`config.mk`:
```
export PLATFORM = sky130hd
export DESIGN_NAME = tsc_top
export DESIGN_NICKNAME = d
export VERILOG_FILES = /design/src/core/tsc_pkg.sv /design/src/core/tsc_top.sv
export SDC_FILE = /design/constraint.sdc
export NUM_CORES = 1
export LEC_CHECK = 0
export ABC_CLOCK_PERIOD_IN_PS = 6700
export BUFFER_PORTS_ARGS = -buffer_cell sky130_fd_sc_hd__buf_2
export CORE_MARGIN = 2
export CORE_UTILIZATION = 45
export CTS_BUF_LIST = sky130_fd_sc_hd__clkbuf_8
export CTS_CLUSTER_DIAMETER = 150
export CTS_CLUSTER_SIZE = 40
export DETAILED_ROUTE_END_ITERATION = 7
export PLACE_DENSITY = 0.7
export SKIP_CTS_REPAIR_TIMING = 1
export SLEW_MARGIN = 20
export SYNTH_ARGS = -nofsm -noshare
export SYNTH_HDL_FRONTEND = slang
export SYNTH_SLANG_ARGS = --single-unit
```
`constraint.sdc`:
```
create_clock -name hclk -period 6.7 [get_ports hclk]
set_input_delay 1.34 -clock hclk [delete_from_list [all_inputs] [get_ports hclk]]
set_output_delay 1.34 -clock hclk [all_outputs]
set_load 0.005 [all_outputs]
```
`src/core/tsc_pkg.sv`:
```
// package: register map, field layouts and reset values of the thermal sensor control block
package tsc_pkg;

  // ****************************************
  // register byte offsets
  // ****************************************
  localparam logic [11:0] OFF_START_TASK = 12'h000;
  localparam logic [11:0] OFF_STOP_TASK = 12'h004;
  localparam logic [11:0] OFF_RESULT_READY_EVENT = 12'h100;
  localparam logic [11:0] OFF_IRQ_ENABLE_SET = 12'h304;
  localparam logic [11:0] OFF_IRQ_ENABLE_CLEAR = 12'h308;
  localparam logic [11:0] OFF_THERMAL_RESULT = 12'h508;

  // ****************************************
  // compensation coefficients: six slopes, six intercepts, five end points
  // ****************************************
  localparam int NUM_COEF = 17;
  localparam int IDX_SLOPE_1 = 0;
  localparam int IDX_INTERCEPT_1 = 6;
  localparam int IDX_ENDPOINT_1 = 12;
  localparam logic [11:0] COEF_OFF [NUM_COEF] = '{
    12'h520, 12'h524, 12'h528, 12'h52C, 12'h530, 12'h534,
    12'h540, 12'h544, 12'h548, 12'h54C, 12'h550, 12'h554,
    12'h560, 12'h564, 12'h568, 12'h56C, 12'h570};
  localparam logic [31:0] SLOPE_MASK = 32'h0000_0FFF;
  localparam logic [31:0] INTERCEPT_MASK = 32'h0000_3FFF;
  localparam logic [31:0] ENDPOINT_MASK = 32'h0000_00FF;
  localparam logic [31:0] COEF_MASK [NUM_COEF] = '{
    SLOPE_MASK, SLOPE_MASK, SLOPE_MASK, SLOPE_MASK, SLOPE_MASK, SLOPE_MASK,
    INTERCEPT_MASK, INTERCEPT_MASK, INTERCEPT_MASK, INTERCEPT_MASK, INTERCEPT_MASK,
    INTERCEPT_MASK,
    ENDPOINT_MASK, ENDPOINT_MASK, ENDPOINT_MASK, ENDPOINT_MASK, ENDPOINT_MASK};
  localparam logic [31:0] COEF_RST [NUM_COEF] = '{
    32'h0000_0326, 32'h0000_0348, 32'h0000_03AA, 32'h0000_040E, 32'h0000_04BD,
    32'h0000_05A3,
    32'h0000_0000, 32'h0000_0000, 32'h0000_0000, 32'h0000_0000, 32'h0000_0000,
    32'h0000_0000,
    32'h0000_0000, 32'h0000_0000, 32'h0000_0000, 32'h0000_0000, 32'h0000_0000};

  // ****************************************
  // field positions and misc
  // ****************************************
  localparam int EVENT_BIT = 0;
  localparam int IRQ_BIT = 0;
  localparam logic [1:0] HTRANS_NONSEQ = 2'h2;
  localparam logic [2:0] HSIZE_WORD = 3'h2;
  localparam int ADDR_W = 12;

  typedef enum logic [0:0] {TSC_IDLE, TSC_MEAS} tsc_state_t;

endpackage

```
`src/core/tsc_top.sv`:
```
// thermal sensor control: AHB-Lite register slave, one-shot measurement sequencer
// Functional notes
// a measurement begins only on a software write to the start task register
// on completion the event rises and the result updates together
// result register reads return the latest completed measurement
// result is two's complement, one count is a quarter degree
// front end power enable drops as soon as measurement completes
// one measurement per start; never restarts by itself
// result resolution is a quarter degree per count
// completion indication readable at its own event register, offset 0x100
// six slope coefficients held at 0x520 to 0x534
// six intercept coefficients held at 0x540 to 0x554
// five segment end points held at 0x560 to 0x570
// clock controller must select crystal as high frequency source during measurement; this block has no clock source request output
// stop task aborts measurement, powers down, keeps result and event
// interrupt enable set by set register, cleared by clear register, zeros ignored
//
// Chosen here: register access over AHB-Lite.
module tsc_top #(
  parameter int TEMP_W = 10
) (
  input wire logic hclk,
  input wire logic hresetn,
  input wire logic hsel,
  input wire logic [31:0] haddr,
  input wire logic [1:0] htrans,
  input wire logic hwrite,
  input wire logic [2:0] hsize,
  input wire logic [31:0] hwdata,
  input wire logic hready,
  output logic hreadyout,
  output logic hresp,
  output logic [31:0] hrdata,
  output logic afe_power_en,
  input wire logic afe_done,
  input wire logic [TEMP_W-1:0] afe_data,
  output logic irq
);

  if (TEMP_W < 2 || TEMP_W > 32) begin : g_bad_temp_w
    $error("tsc_top: TEMP_W must lie in 2..32");
  end

  // ****************************************
  // bus address phase capture
  // ****************************************
  logic wr_pend;
  logic rd_pend;
  logic [tsc_pkg::ADDR_W-1:0] acc_addr;
  logic acc_take;

  assign acc_take = hsel && hready && (htrans == tsc_pkg::HTRANS_NONSEQ) &&
                    (hsize == tsc_pkg::HSIZE_WORD) && (haddr[1:0] == 2'h0);

  always_ff @(posedge hclk or negedge hresetn) begin
    if (!hresetn) begin
      wr_pend <= 1'b0;
      rd_pend <= 1'b0;
      acc_addr <= '0;
    end else begin
      wr_pend <= acc_take && hwrite;
      rd_pend <= acc_take && !hwrite;
      if (acc_take) begin
        acc_addr <= haddr[tsc_pkg::ADDR_W-1:0];
      end
    end
  end

  // reads take one wait state so hrdata can come from a flop
  always_ff @(posedge hclk or negedge hresetn) begin
    if (!hresetn) begin
      hreadyout <= 1'b1;
      hresp <= 1'b0;
    end else begin
      hreadyout <= !(acc_take && !hwrite);
      hresp <= 1'b0;
    end
  end

  logic start_wr;
  logic stop_wr;
  logic event_wr;
  logic inten_set_wr;
  logic inten_clr_wr;

  assign start_wr = wr_pend && (acc_addr == tsc_pkg::OFF_START_TASK);
  assign stop_wr = wr_pend && (acc_addr == tsc_pkg::OFF_STOP_TASK);
  assign event_wr = wr_pend && (acc_addr == tsc_pkg::OFF_RESULT_READY_EVENT);
  assign inten_set_wr = wr_pend && (acc_addr == tsc_pkg::OFF_IRQ_ENABLE_SET);
  assign inten_clr_wr = wr_pend && (acc_addr == tsc_pkg::OFF_IRQ_ENABLE_CLEAR);

  // ****************************************
  // front end input synchronisers
  // ****************************************
  logic done_s1;
  logic done_s2;
  logic done_s3;
  logic [TEMP_W-1:0] data_s1;
  logic [TEMP_W-1:0] data_s2;

  always_ff @(posedge hclk or negedge hresetn) begin
    if (!hresetn) begin
      done_s1 <= 1'b0;
      done_s2 <= 1'b0;
      done_s3 <= 1'b0;
      data_s1 <= '0;
      data_s2 <= '0;
    end else begin
      done_s1 <= afe_done;
      done_s2 <= done_s1;
      done_s3 <= done_s2;
      data_s1 <= afe_data;
      data_s2 <= data_s1;
    end
  end

  // ****************************************
  // measurement sequencer
  // ****************************************
  tsc_pkg::tsc_state_t state;
  logic meas_done;
  logic [31:0] next_result;

  assign meas_done = (state == tsc_pkg::TSC_MEAS) && done_s2 && !done_s3 && !stop_wr;
  assign next_result = 32'($signed(data_s2));

  always_ff @(posedge hclk or negedge hresetn) begin
    if (!hresetn) begin
      state <= tsc_pkg::TSC_IDLE;
      afe_power_en <= 1'b0;
    end else begin
      unique case (state)
        tsc_pkg::TSC_IDLE: begin
          if (start_wr) begin
            state <= tsc_pkg::TSC_MEAS;
            afe_power_en <= 1'b1;
          end
        end
        tsc_pkg::TSC_MEAS: begin
          if (stop_wr || meas_done) begin
            state <= tsc_pkg::TSC_IDLE;
            afe_power_en <= 1'b0;
          end
        end
      endcase
    end
  end

  logic [31:0] thermal_result;

  always_ff @(posedge hclk or negedge hresetn) begin
    if (!hresetn) begin
      thermal_result <= '0;
    end else if (meas_done) begin
      thermal_result <= next_result;
    end
  end

  // ****************************************
  // event and interrupt
  // ****************************************
  logic result_ready_event;
  logic irq_enable;

  always_ff @(posedge hclk or negedge hresetn) begin
    if (!hresetn) begin
      result_ready_event <= 1'b0;
    end else if (meas_done) begin
      result_ready_event <= 1'b1;
    end else if (event_wr && hwdata[tsc_pkg::EVENT_BIT]) begin
      result_ready_event <= 1'b0;
    end
  end

  always_ff @(posedge hclk or negedge hresetn) begin
    if (!hresetn) begin
      irq_enable <= 1'b0;
    end else if (inten_set_wr && hwdata[tsc_pkg::IRQ_BIT]) begin
      irq_enable <= 1'b1;
    end else if (inten_clr_wr && hwdata[tsc_pkg::IRQ_BIT]) begin
      irq_enable <= 1'b0;
    end
  end

  always_ff @(posedge hclk or negedge hresetn) begin
    if (!hresetn) begin
      irq <= 1'b0;
    end else begin
      irq <= result_ready_event && irq_enable;
    end
  end

  // ****************************************
  // compensation coefficients
  // ****************************************
  logic [31:0] coef [tsc_pkg::NUM_COEF];

  for (genvar i = 0; i < tsc_pkg::NUM_COEF; i++) begin : g_coef
    always_ff @(posedge hclk or negedge hresetn) begin
      if (!hresetn) begin
        coef[i] <= tsc_pkg::COEF_RST[i];
      end else if (wr_pend && acc_addr == tsc_pkg::COEF_OFF[i]) begin
        coef[i] <= hwdata & tsc_pkg::COEF_MASK[i];
      end
    end
  end

  // ****************************************
  // read data
  // ****************************************
  logic [31:0] rd_mux;

  always_comb begin
    rd_mux = '0;
    unique case (acc_addr)
      tsc_pkg::OFF_RESULT_READY_EVENT: rd_mux = {31'h0, result_ready_event};
      tsc_pkg::OFF_IRQ_ENABLE_SET: rd_mux = {31'h0, irq_enable};
      tsc_pkg::OFF_IRQ_ENABLE_CLEAR: rd_mux = {31'h0, irq_enable};
      tsc_pkg::OFF_THERMAL_RESULT: rd_mux = thermal_result;
      default: begin
        for (int k = 0; k < tsc_pkg::NUM_COEF; k++) begin
          if (acc_addr == tsc_pkg::COEF_OFF[k]) begin
            rd_mux = coef[k];
          end
        end
      end
    endcase
  end

  always_ff @(posedge hclk or negedge hresetn) begin
    if (!hresetn) begin
      hrdata <= '0;
    end else if (rd_pend) begin
      hrdata <= rd_mux;
    end
  end

  for (genvar j = 0; j < tsc_pkg::NUM_COEF; j++) begin : g_coef_chk

  end
endmodule

```
==> results of run 1 <==
==> registers in the layout (all words and copies together) (netlist names), 10 cells and up <==
signal and flops:
data_s1 10, hrdata 15, acc_addr 12, thermal_result 10, data_s2 10, coef 196
==> power breakdown <==
group	total [mW]	switching (mW)	internal, mW
Clock	0.636	0.477	0.159
Sequential	1.69	0.0418	1.65
Combinational	0.205	0.123	0.0822
==> layout by cell type, fill, tap and decap left out, types with 9 or more instances in the layout <==
| cell type | instances |
|---|---|
| mux2_1 | 34 |
| nor3_1 | 12 |
| nor2b_1 | 10 |
| nand3_1 | 14 |
| o21ai_0 | 25 |
| mux2_4 | 10 |
| nor2_1 | 45 |
| dfrtp_1 | 230 |
| dfstp_2 | 33 |
| buf_2 | 80 |
| o22ai_1 | 14 |
| clkbuf_8 | 11 |
| buf_4 | 13 |
| nand2_1 | 41 |
| a21oi_1 | 33 |
| mux2i_1 | 22 |
| mux2_2 | 190 |
| o211ai_1 | 16 |
| a211oi_1 | 14 |
| a211o_1 | 9 |
| inv_1 | 14 |
==> cell type report <==
cell class,instances,area [µm²]
diodes,2,5.00
multi-input cells,623,5340
clock inverters,4,27.5
well taps,372,465
fillers,2442,13900
inverters,11,41.3
repair buffers,95,541
flip-flops and latches,264,6650
clock buffers,11,151
==> logic make-up after synthesis <==
logic type             after synthesis  share of synthesized area [%]
DFF                                264                           53.2
muxes                              261                           24.1
and+or+nand+nor                    191                           9.15
AOI/OAI and AO/OA                  170                           9.32
buffers and inverters               97                           4.22
other                                1                         0.0300
==> through the flow <==
stage	instance area, µm²	worst slack, ns	utilization, %	instances	power [mW]
2_1_floorplan	12500	4.21	-	984	1.83
6_report	13200	2.87	48.8	1382	2.53
3_5_place_dp	13000	2.87	48.0	1364	1.93
5_1_grt	13200	2.73	48.8	1380	2.64
4_1_cts	13200	2.90	48.7	1379	2.55
3_3_place_gp	13000	2.95	48.0	1364	1.92
==> worst max-delay path, stage by stage, from the launching register on <==
cell,delay [ns]
dfrtp_1,0.70
or4_1,0.99
nor3_2,0.89
nand2_1,0.72
mux2_2,0.47
==> worst max path at each step <==
stage / startpoint / endpoint / cells past startpoint
floorplan: hsize[2] / acc_addr[3]$_DFFE_PN0P_ / 5
global placement: acc_addr[1]$_DFFE_PN0P_ / coef[201]$_DFFE_PN0P_ / 4
detailed placement: acc_addr[1]$_DFFE_PN0P_ / coef[198]$_DFFE_PN0P_ / 4
CTS: acc_addr[1]$_DFFE_PN0P_ / coef[203]$_DFFE_PN0P_ / 4
global route: acc_addr[1]$_DFFE_PN0P_ / coef[203]$_DFFE_PN0P_ / 4
finish: acc_addr[1]$_DFFE_PN0P_ / coef[203]$_DFFE_PN0P_ / 4
==> layer usage <==
layer / up-vias / global-route usage (%) / share of wire (%)
li1: 3629 / - / -
met4: 2 / 5.02 / 2.4
met3: 41 / 3.98 / 5.9
met1: 4186 / 30.5 / 45
met5: - / 0 / 0.042
met2: 241 / 35.0 / 46
==> Flow_metrics.wiki, run 1 <==
{| class="wikitable"
! Metric !! Value
|-
| Crit start category || register
|-
| Number of antenna violations at the first check in global routing || 2
|-
| Top achievable clock speed || 261 MHz
|-
| Largest clock skew in the final design || 0.0709 ns
|-
| Nets || 1090
|-
| Wire length of the first global-routing pass || 48.3 mm
|-
| GPL Wtd Cong || 0.854
|-
| Drt total wl || 31.1 mm
|-
| Area inside the core boundary || 27100 µm²
|-
| Overall Global Routing Usage || 21.7%
|-
| Main area contributors after synthesis || dfrtp_1 (46%), mux2_2 (17%), dfstp_2 (6.9%), mux2_1 (3.1%), mux2i_1 (1.8%)
|-
| Final Critical Period || 3.83 ns
|-
| Highest fanout seen on the critical path || 14
|-
| Number of buffers created by CTS || 10
|-
| Worst slew margin relative to its limit || 23.0%
|-
| Worst EP required || 7.17 ns
|-
| Count of cell types in the netlist || 73
|-
| Crit path kind || reg2reg
|-
| Chip height || 171 µm
|-
| Sequential element share of the synthesized area || 53.2%
|-
| Count leader, synth || dfrtp_1
|-
| Final hold violation count || 0
|-
| Vias per inst || 5.86
|-
| Clock Root Buffer || clkbuf_8
|-
| Dominant register cell in the synthesized netlist || dfrtp_1
|-
| Slew of the pin with the lowest slew margin || 1.15 ns
|-
| Final TNS setup || 0 ns
|-
| Clock tree buffer depth || 3
|-
| Arrival @ worst endpoint || 4.30 ns
|-
| Number of remaining DRC errors || 0
|-
| Hold path start || data_s1[5]$_DFF_PN0_
|-
| Standby leakage power || 5.71 nW
|-
| GRT overflow || 0
|-
| Post-synthesis average cell area || 12.7 µm²
|-
| Critical R2R Launch || acc_addr[1]$_DFFE_PN0P_
|-
| Final Max Tran Viols || 0
|-
| Post-synthesis cell area || 12500 µm²
|-
| Io pins || 121
|-
| Number of vias in the routed layout || 8099
|-
| Via count of the first global-routing pass || 8123
|-
| Initial cell density of the core || 46.1%
|-
| Max_cap viols || 0
|-
| Top-area cell type share of the netlist area || 46.3%
|-
| Setup-violating endpoint count in the final report || 0
|-
| Number of cells on the worst hold path || 0
|-
| Final HPWL from detailed placement || 20.8 mm
|-
| Worst reg2reg path endpoint || coef[203]$_DFFE_PN0P_
|-
| Maximum number of pins on one net before global-route repair || 120
|-
| Total number of H-tree levels || 1
|-
| Ratio of total power to cell area || 192 nW/µm²
|-
| Number of nets produced by synthesis || 1069
|-
| Type of the tightest min-delay check || reg2reg
|-
| Ys Warns || 0
|-
| Relative area change from synthesis to final layout || 5.84%
|-
| CTS tree || yes
|-
| Largest area contributor in the synthesized netlist || dfrtp_1
|-
| Die footprint || 29100 µm²
|-
| Endpoint type of the worst setup path || register
|-
| Capture endpoint of the worst hold path || data_s2[5]$_DFF_PN0_
|-
| Reg2reg setup slack || 2.87 ns
|-
| Number of clock sinks seen by CTS || 264
|-
| Initial DRC Count || 711
|-
| Top cells by count, synth || dfrtp_1 (231), mux2_2 (190), nor2_1 (47)
|-
| Share of final-layout standard cells stronger than drive strength 1 || 36.8%
|-
| Clock transition at path regs || 0.22 ns
|-
| Number of iterations in the first detailed-routing pass || 5
|-
| Number of instances in the synthesized netlist || 984
|-
| Result of the run || complete, no violations
|-
| Number of standard-cell rows in the floorplan || 60
|-
| Final hold slack || 0.379 ns
|-
| Setup repair after global routing missed its margin || false
|-
| Routed len/inst || 22.5 µm
|-
| Post-synth EDFFs || 0
|-
| Worst IR drop on VDD || 141 µV
|-
| Post-synthesis sequential element count || 264
|-
| Final cycle utilization of the critical path || 57.2%
|-
| Share of synthesized registers carrying an async set or reset || 100%
|-
| Remaining antenna violation count || 0
|-
| Path depth of the worst reg2reg path || 4
|-
| IO Port Bufs || 81
|-
| Die boundary width || 171 µm
|-
| Clock insertion delay at the later pin of the skew report || 0.59 ns
|}
Note: power is estimated with default switching activity, not from simulation.
==> inputs of run 2 (changes only) <==
- ABC_AREA: not set -> 1
- ABC_CLOCK_PERIOD_IN_PS: 6700 -> 3600
- PLACE_DENSITY: 0.7 -> 0.71
- clock period: 6.7 -> 3.6 ns (I/O delays scaled with it)
==> run 2 against run 1 <==
Against the previous run:
- register-to-register slack worse by 2.2 ns
- non-clock buffer count shrank 3
- synthesized cell count up 35%
- total power up 73%
- worst hold slack worse by 0.19 ns
- critical path type unchanged
- first-iteration DRC count rose by 31%
- die area down 7.4%
- setup slack lost 2.2 ns
- sequential share of layout area rose by 3.8 points
- highest routed layer is now met4
- global-route usage down 1.4 points
- fmax rose by 32%
==> Flow_metrics.wiki, run 2 <==
{| class="wikitable"
! Metric !! Value
|-
| Ys Warns || 0 (unchanged)
|-
| Clock transition at path regs || 0.23 ns (was 0.22 ns)
|-
| Final-layout fill cell count || 2411 (was 2442)
|-
| Final hold slack || 0.186 ns (was 0.379 ns)
|-
| Setup repair after global routing missed its margin || false (unchanged)
|-
| Internal Dissipation || 3.34 mW (was 1.89 mW)
|-
| Arrival @ worst endpoint || 3.41 ns (was 4.30 ns)
|-
| Post-synthesis sequential element count || 264 (unchanged)
|-
| Final Critical Period || 2.89 ns (was 3.83 ns)
|-
| Clock insertion delay at the later pin of the skew report || 0.56 ns (was 0.59 ns)
|-
| Number of clock sinks seen by CTS || 264 (unchanged)
|-
| Top cells by count, synth || nand2_1 (415), dfrtp_1 (231), o21ai_0 (205) (was dfrtp_1 (231), mux2_2 (190), nor2_1 (47))
|-
| Sequential element share of the synthesized area || 57.6% (was 53.2%)
|-
| Crit start category || register (unchanged)
|-
| Worst slew margin relative to its limit || 35.8% (was 23.0%)
|-
| Count of antenna diodes in the layout || 0 (was 2)
|-
| Number of antenna violations at the first check in global routing || 0 (was 2)
|-
| Dominant register cell in the synthesized netlist || dfrtp_1 (unchanged)
|-
| Top achievable clock speed || 346 MHz (was 261 MHz)
|-
| Vias per inst || 5.27 (was 5.86)
|-
| Final non-filler cell total || 1694 (was 1382)
|-
| Relative area change from synthesis to final layout || 6.47% (was 5.84%)
|-
| Post-synthesis average cell area || 8.69 µm² (was 12.7 µm²)
|-
| Leading registers by flop count || coef: 196 flops, hrdata: 15 flops, acc_addr: 12 flops (unchanged)
|-
| Initial cell density of the core || 45.8% (was 46.1%)
|-
| Remaining antenna violation count || 0 (unchanged)
|-
| Worst EP required || 4.12 ns (was 7.17 ns)
|-
| Share of synthesized registers carrying an async set or reset || 100% (unchanged)
|-
| Number of standard-cell rows in the floorplan || 58 (was 60)
|-
| GRT overflow || 0 (unchanged)
|-
| Number of vias in the routed layout || 8919 (was 8099)
|-
| CTS tree || yes (unchanged)
|-
| IO Port Bufs || 81 (unchanged)
|-
| Clock Root Buffer || clkbuf_8 (unchanged)
|-
| Final cycle utilization of the critical path || 80.3% (was 57.2%)
|-
| Largest reg by FF count || coef (unchanged)
|-
| Most frequent cells in the layout || nand2_1 (415), dfrtp_1 (231), o21ai_0 (205), nor2_1 (99), inv_1 (93) (was dfrtp_1 (230), mux2_2 (190), buf_2 (80), nor2_1 (45), nand2_1 (41))
|-
| Die boundary width || 164 µm (was 171 µm)
|-
| Standby leakage power || 6.38 nW (was 5.71 nW)
|-
| Number of placed instances, taps included || 1678 (was 1364)
|-
| Number of instances in the synthesized netlist || 1328 (was 984)
|-
| Result of the run || complete, no violations (unchanged)
|-
| Flip-flop count of the largest register after layout || 196 (unchanged)
|-
| Top-area cell type share of the netlist area || 50.1% (was 46.3%)
|-
| Part of the power in combinational logic || 4.1% (was 8.1%)
|-
| Number of nets produced by synthesis || 1413 (was 1069)
|-
| Total net switching power || 1.03 mW (was 0.641 mW)
|-
| Reg2reg setup slack || 0.71 ns (was 2.87 ns)
|-
| Io pins || 121 (unchanged)
|-
| Setup-violating endpoint count in the final report || 0 (unchanged)
|-
| Final Max Tran Viols || 0 (unchanged)
|-
| Die footprint || 26900 µm² (was 29100 µm²)
|-
| Routed len/inst || 15.9 µm (was 22.5 µm)
|-
| Sequential group share of total power || 68.9% (was 66.8%)
|-
| Area inside the core boundary || 25200 µm² (was 27100 µm²)
|-
| Highest fanout seen on the critical path || 16 (was 14)
|-
| Type of the tightest min-delay check || in2async (was reg2reg)
|-
| Largest area contributor in the synthesized netlist || dfrtp_1 (unchanged)
|-
| Post-synth EDFFs || 0 (unchanged)
|-
| GPL Wtd Cong || 0.810 (was 0.854)
|-
| Share of final-layout standard cells stronger than drive strength 1 || 14.2% (was 36.8%)
|-
| Most common cell after layout, fill and taps aside || nand2_1 (was dfrtp_1)
|-
| Maximum number of pins on one net before global-route repair || 100 (was 120)
|-
| Clock tree buffer depth || 3 (unchanged)
|-
| Final HPWL from detailed placement || 18.5 mm (was 20.8 mm)
|-
| Slew of the pin with the lowest slew margin || 0.955 ns (was 1.15 ns)
|-
| Clk network pwr share || 27.0% (was 25.1%)
|-
| Chip height || 164 µm (was 171 µm)
|-
| Crit path kind || reg2reg (unchanged)
|-
| Post-synthesis cell area || 11500 µm² (was 12500 µm²)
|-
| Count of cell types in the netlist || 39 (was 73)
|-
| Max_cap viols || 0 (unchanged)
|-
| Total number of H-tree levels || 1 (unchanged)
|-
| Worst IR drop on VDD || 257 µV (was 141 µV)
|-
| Overall Global Routing Usage || 20.3% (was 21.7%)
|-
| Wire length of the first global-routing pass || 43.9 mm (was 48.3 mm)
|-
| Largest clock skew in the final design || 0.0388 ns (was 0.0709 ns)
|-
| Number of remaining DRC errors || 0 (unchanged)
|-
| Count leader, synth || nand2_1 (was dfrtp_1)
|-
| Final TNS setup || 0 ns (unchanged)
|-
| Switching fraction of total power || 23.6% (was 25.3%)
|-
| Nets || 1445 (was 1090)
|-
| Main area contributors after synthesis || dfrtp_1 (50%), nand2_1 (13%), o21ai_0 (8.9%), dfstp_2 (7.5%), nor2_1 (3.2%) (was dfrtp_1 (46%), mux2_2 (17%), dfstp_2 (6.9%), mux2_1 (3.1%), mux2i_1 (1.8%))
|-
| Via count of the first global-routing pass || 8362 (was 8123)
|-
| Drt total wl || 26.9 mm (was 31.1 mm)
|-
| Final hold violation count || 0 (unchanged)
|-
| Endpoint type of the worst setup path || register (unchanged)
|-
| Initial DRC Count || 931 (was 711)
|-
| Ratio of total power to cell area || 356 nW/µm² (was 192 nW/µm²)
|-
| Number of iterations in the first detailed-routing pass || 5 (unchanged)
|-
| Number of buffers created by CTS || 10 (unchanged)
|}
[run 2: changes by cell type in the layout (fill, tap and decap cells not counted), sizes merged, moves of 9 or more]
cell / delta
mux2: -224
nand2: +377
o21ai: +177
nor2: +67
nand4: +30
a211oi: -14
nor2b: -10
o211ai: -13
o22ai: -14
mux2i: -22
a211o: -9
inv: +87
[run 2: final timing paths]
| path | start | endpoint | cells past startpoint |
|---|---|---|---|
| worst max register to register | acc_addr[9]$_DFFE_PN0P_ | hrdata[1]$_DFFE_PN0P_ | 12 |
| worst min-delay path | hresetn | coef[423]$_DFFE_PN0P_ | 1 |
| max in group asynchronous | hresetn | hreadyout$_DFF_PN1_ | 2 |
| worst min register to register | data_s1[4]$_DFF_PN0_ | data_s2[4]$_DFF_PN0_ | 0 |
| min in group hclk | afe_data[2] | data_s1[2]$_DFF_PN0_ | 1 |
| worst max-delay path | acc_addr[9]$_DFFE_PN0P_ | hrdata[1]$_DFFE_PN0P_ | 12 |
[run 2: per-layer routing]
| layer | vias to the layer above | GRT usage, % | wire [µm] |
|---|---|---|---|
| met1 | 4300 | 30.3 | 12500 |
| met4 | 0 | 3.79 | 437 |
| met2 | 266 | 32.3 | 12200 |
| met5 | - | 0 | 0 |
| met3 | 29 | 2.53 | 1780 |
| li1 | 4324 | - | - |
[run 2: logic make-up after synthesis]
| family | after synthesis | share of synthesized area [%] |
|---|---|---|
| AND/OR/NAND/NOR | 629 | 23.4 |
| flip-flops | 264 | 57.6 |
| AO/OA/AOI/OAI | 255 | 11.6 |
| buffers and inverters | 169 | 6.37 |
| multiplexers | 10 | 0.976 |
| other | 1 | 0.0325 |
[run 2: power by group through the flow]
stage                     Clock [mW]  Combinational (mW)  Sequential [mW]
final                           1.18               0.181             3.01
after global routing            1.31               0.206             3.02
after CTS                       1.21               0.186             3.01
after detailed placement           0               0.185             3.06
after global placement             0               0.182             3.06
after floorplan                    0              0.0652             3.06
[run 2: worst max-delay path, stage by stage (launching register included)]
cell and delay, ns:
dfrtp_1 0.48, nor2_2 0.16, nand2_1 0.52, buf_4 0.40, nor3_2 0.54, nand2_1 0.13, nand4_1 0.15, nor2_1 0.06
nand4_1 0.12, nand2_1 0.09, nand4_1 0.08, nand2_1 0.05, inv_1 0.05
[run 2: metrics by stage]
step	setup WS, ns	cell area (µm²)	utilization (%)	total power [mW]
2_1_floorplan	1.77	11500	-	3.13
3_3_place_gp	0.920	12100	48.1	3.24
3_5_place_dp	0.846	12100	48.1	3.25
4_1_cts	0.786	12300	48.8	4.41
5_1_grt	0.447	12300	48.8	4.53
6_report	0.708	12300	48.8	4.37
[run 2: final cells by class]
| type | instances | area, µm² | share of cell area (%) |
|---|---|---|---|
| timing repair buffer | 92 | 523 | 4.26 |
| clock inverter | 5 | 31.3 | 0.255 |
| inverter | 97 | 364 | 2.96 |
| tap | 330 | 413 | 3.36 |
| sequential | 264 | 6650 | 54.1 |
| multi-input combinational | 895 | 4160 | 33.8 |
| clock buffer | 11 | 151 | 1.23 |
==> inputs of run 3 (changes only) <==
- ABC_AREA: 1 -> 0
- ABC_CLOCK_PERIOD_IN_PS: 3600 -> 2430
- PLACE_DENSITY: 0.71 -> 0.73
- clock period: 3.6 -> 2.43 ns (I/O delays scaled with it)
==> run 3 against run 2 <==
Against the previous run:
- critical path depth down 2
- clock skew up 0.024 ns
- critical path type unchanged
- highest routed layer unchanged
- core utilization up 4.8 points
- first-iteration DRC count down 19%
- fmax up 16%
- sequential cell count unchanged
- total power up 63%
- the flow now finishes with violations (setup timing)
==> Flow_metrics.wiki, run 3 (synthesis gave the netlist of run 1 again) <==
{| class="wikitable"
! Metric !! Value
|-
| Result of the run || complete, but fails checks (was complete, no violations)
|-
| Violated checks || setup timing
|-
| Maximum number of pins on one net before global-route repair || 72 (was 100)
|-
| Critical R2R Launch || acc_addr[5]$_DFFE_PN0P_ (was acc_addr[9]$_DFFE_PN0P_)
|-
| Largest clock skew in the final design || 0.0631 ns (was 0.0388 ns)
|-
| Final hold violation count || 0 (unchanged)
|-
| Worst slew margin relative to its limit || 60.1% (was 35.8%)
|-
| Max_cap viols || 0 (unchanged)
|-
| Number of placed instances, taps included || 1473 (was 1678)
|-
| Number of vias in the routed layout || 8780 (was 8919)
|-
| Overall Global Routing Usage || 22.9% (was 20.3%)
|-
| Initial cell density of the core || 46.1% (was 45.8%)
|-
| Io pins || 121 (unchanged)
|-
| Type of the tightest min-delay check || in2reg (was in2async)
|-
| Number of standard-cell rows in the floorplan || 60 (was 58)
|-
| Reg2reg setup slack || -0.05 ns (was 0.71 ns)
|-
| Setup-violating endpoint count in the final report || 2 (was 0)
|-
| Sequential group share of total power || 65.4% (was 68.9%)
|-
| Most common cell after layout, fill and taps aside || dfrtp_1 (was nand2_1)
|-
| GPL Wtd Cong || 0.882 (was 0.810)
|-
| Setup repair after global routing missed its margin || true (was false)
|-
| Die boundary width || 171 µm (was 164 µm)
|-
| Area inside the core boundary || 27100 µm² (was 25200 µm²)
|-
| Relative area change from synthesis to final layout || 16.2% (was 6.47%)
|-
| Largest reg by FF count || coef (unchanged)
|-
| Arrival @ worst endpoint || 2.96 ns (was 3.41 ns)
|-
| Clock insertion delay at the later pin of the skew report || 0.58 ns (was 0.56 ns)
|-
| First element of the critical path || acc_addr[5]$_DFFE_PN0P_ (was acc_addr[9]$_DFFE_PN0P_)
|-
| Wire length of the first global-routing pass || 51.5 mm (was 43.9 mm)
|-
| Leading registers by flop count || coef: 196 flops, hrdata: 15 flops, acc_addr: 12 flops (unchanged)
|-
| Drt total wl || 33.2 mm (was 26.9 mm)
|-
| Clock tree buffer depth || 3 (unchanged)
|-
| GRT overflow || 0 (unchanged)
|-
| Number of antenna violations at the first check in global routing || 0 (unchanged)
|-
| Capture endpoint of the worst hold path || acc_addr[11]$_DFFE_PN0P_
|-
| Minimum setup slack after placement || -0.199 ns (was 0.846 ns)
|-
| Final hold slack || 0.107 ns (was 0.186 ns)
|-
| Highest fanout seen on the critical path || 8 (was 16)
|-
| Number of clock sinks seen by CTS || 264 (unchanged)
|-
| Final Critical Period || 2.48 ns (was 2.89 ns)
|-
| Number of cells on the worst hold path || 2
|-
| Final non-filler cell total || 1509 (was 1694)
|-
| Clk network pwr share || 24.8% (was 27.0%)
|-
| Final Max Tran Viols || 0 (unchanged)
|-
| Final HPWL from detailed placement || 23.7 mm (was 18.5 mm)
|-
| Standby leakage power || 6.39 nW (was 6.38 nW)
|-
| Final instance area || 14500 µm² (was 12300 µm²)
|-
| Total net switching power || 1.81 mW (was 1.03 mW)
|-
| Top achievable clock speed || 403 MHz (was 346 MHz)
|-
| Most frequent cells in the layout || dfrtp_1 (224), mux2_2 (190), buf_4 (113), buf_2 (80), nor2_1 (44) (was nand2_1 (415), dfrtp_1 (231), o21ai_0 (205), nor2_1 (99), inv_1 (93))
|-
| Die footprint || 29100 µm² (was 26900 µm²)
|-
| Number of remaining DRC errors || 0 (unchanged)
|-
| Worst EP required || 2.90 ns (was 4.12 ns)
|-
| Chip height || 171 µm (was 164 µm)
|-
| Worst IR drop on VDD || 374 µV (was 257 µV)
|-
| Worst reg2reg path endpoint || hrdata[4]$_DFFE_PN0P_ (was hrdata[1]$_DFFE_PN0P_)
|-
| Nets || 1218 (was 1445)
|-
| Initial DRC Count || 757 (was 931)
|-
| Total number of H-tree levels || 1 (unchanged)
|-
| Clock transition at path regs || 0.24 ns (was 0.23 ns)
|-
| CTS tree || yes (unchanged)
|-
| Slew of the pin with the lowest slew margin || 0.598 ns (was 0.955 ns)
|-
| Count of antenna diodes in the layout || 0 (unchanged)
|-
| Number of buffers created by CTS || 10 (unchanged)
|-
| Crit path kind || reg2reg (unchanged)
|-
| Ratio of total power to cell area || 491 nW/µm² (was 356 nW/µm²)
|-
| Routed len/inst || 22.0 µm (was 15.9 µm)
|-
| Crit start category || register (unchanged)
|-
| Vias per inst || 5.82 (was 5.27)
|-
| Path depth of the worst reg2reg path || 10 (was 12)
|-
| Switching fraction of total power || 25.5% (was 23.6%)
|-
| Internal Dissipation || 5.31 mW (was 3.34 mW)
|-
| Instance area at placement || 14000 µm² (was 12100 µm²)
|-
| Hold path start || haddr[11]
|-
| Via count of the first global-routing pass || 8885 (was 8362)
|-
| Clock Root Buffer || clkbuf_8 (unchanged)
|-
| Share of final-layout standard cells stronger than drive strength 1 || 45.3% (was 14.2%)
|-
| Remaining antenna violation count || 0 (unchanged)
|-
| Flip-flop count of the largest register after layout || 196 (unchanged)
|-
| Number of iterations in the first detailed-routing pass || 5 (unchanged)
|-
| Final setup slack of the worst path || -0.0533 ns (was 0.708 ns)
|-
| IO Port Bufs || 81 (unchanged)
|-
| Final cycle utilization of the critical path || 102% (was 80.3%)
|-
| Endpoint type of the worst setup path || register (unchanged)
|-
| Part of the power in combinational logic || 9.8% (was 4.1%)
|}
==> run 3: cell types whose count changed in the layout (fill, tap and decap cells not counted), sizes merged, moves of 9 or more <==
cell,before,now
inv,102,16
nand4,34,4
mux2,10,234
nand2,420,43
nor2,116,49
o211ai,3,16
a211o,0,9
nor2b,0,10
mux2i,0,22
dlygate4sd3,0,12
a211oi,0,14
buf,92,210
o22ai,0,14
o21ai,206,29
==> run 3: how the worst max path moves through the flow <==
stage                       endpoint  slack, ns  cells past startpoint
2_1_floorplan  coef[481]$_DFFE_PN0P_       0.30                      7
3_3_place_gp   hrdata[5]$_DFFE_PN0P_      -0.14                     10
3_5_place_dp   hrdata[5]$_DFFE_PN0P_      -0.20                     10
5_1_grt        hrdata[4]$_DFFE_PN0P_      -0.18                     10
4_1_cts        hrdata[5]$_DFFE_PN0P_      -0.26                     10
6_report       hrdata[4]$_DFFE_PN0P_      -0.05                     10
==> run 3: critical path, stage by stage, from the launching register on <==
cell and delay [ns]:
dfrtp_2 0.51, nor4b_2 0.17, buf_4 0.15, nor2b_1 0.14
buf_4 0.17, a211oi_1 0.28, a21oi_1 0.11, buf_4 0.16
a2111oi_2 0.38, buf_4 0.18, o221ai_1 0.11
==> run 3: layout make-up <==
class	count	area [µm²]
Clock buffer	11	151
Inverter	11	41.3
Timing Repair Buffer	223	1690
Clock inverter	5	31.3
Tap cell	372	465
Fill cell	2288	12600
Multi-Input combinational cell	623	5480
Sequential cell	264	6660
==> run 3: stage by stage <==
| step | utilization, % | TNS, ns | total power [mW] |
|---|---|---|---|
| 3_5_place_dp | 51.5 | -0.623 | 5.40 |
| 2_1_floorplan | - | 0 | 5.03 |
| 6_report | 53.6 | -0.0930 | 7.12 |
| 3_3_place_gp | 51.5 | -0.367 | 5.37 |
| 5_1_grt | 53.6 | -0.651 | 7.40 |
| 4_1_cts | 52.2 | -0.985 | 7.11 |
==> run 3: power groups by stage <==
stage	clock network (mW)	registers [mW]	logic (mW)
after floorplan	0	4.69	0.343
after global placement	0	4.72	0.649
after detailed placement	0	4.73	0.667
after CTS	1.79	4.65	0.667
after global routing	1.97	4.68	0.759
final	1.76	4.66	0.698
==> run 3: routing by layer <==
layer,vias up,global-route usage (%),wire length [µm]
li1,3884,-,-
met1,4533,31.8,14600
met2,293,37.0,15600
met3,70,3.49,2020
met4,0,7.17,976
met5,-,0,0
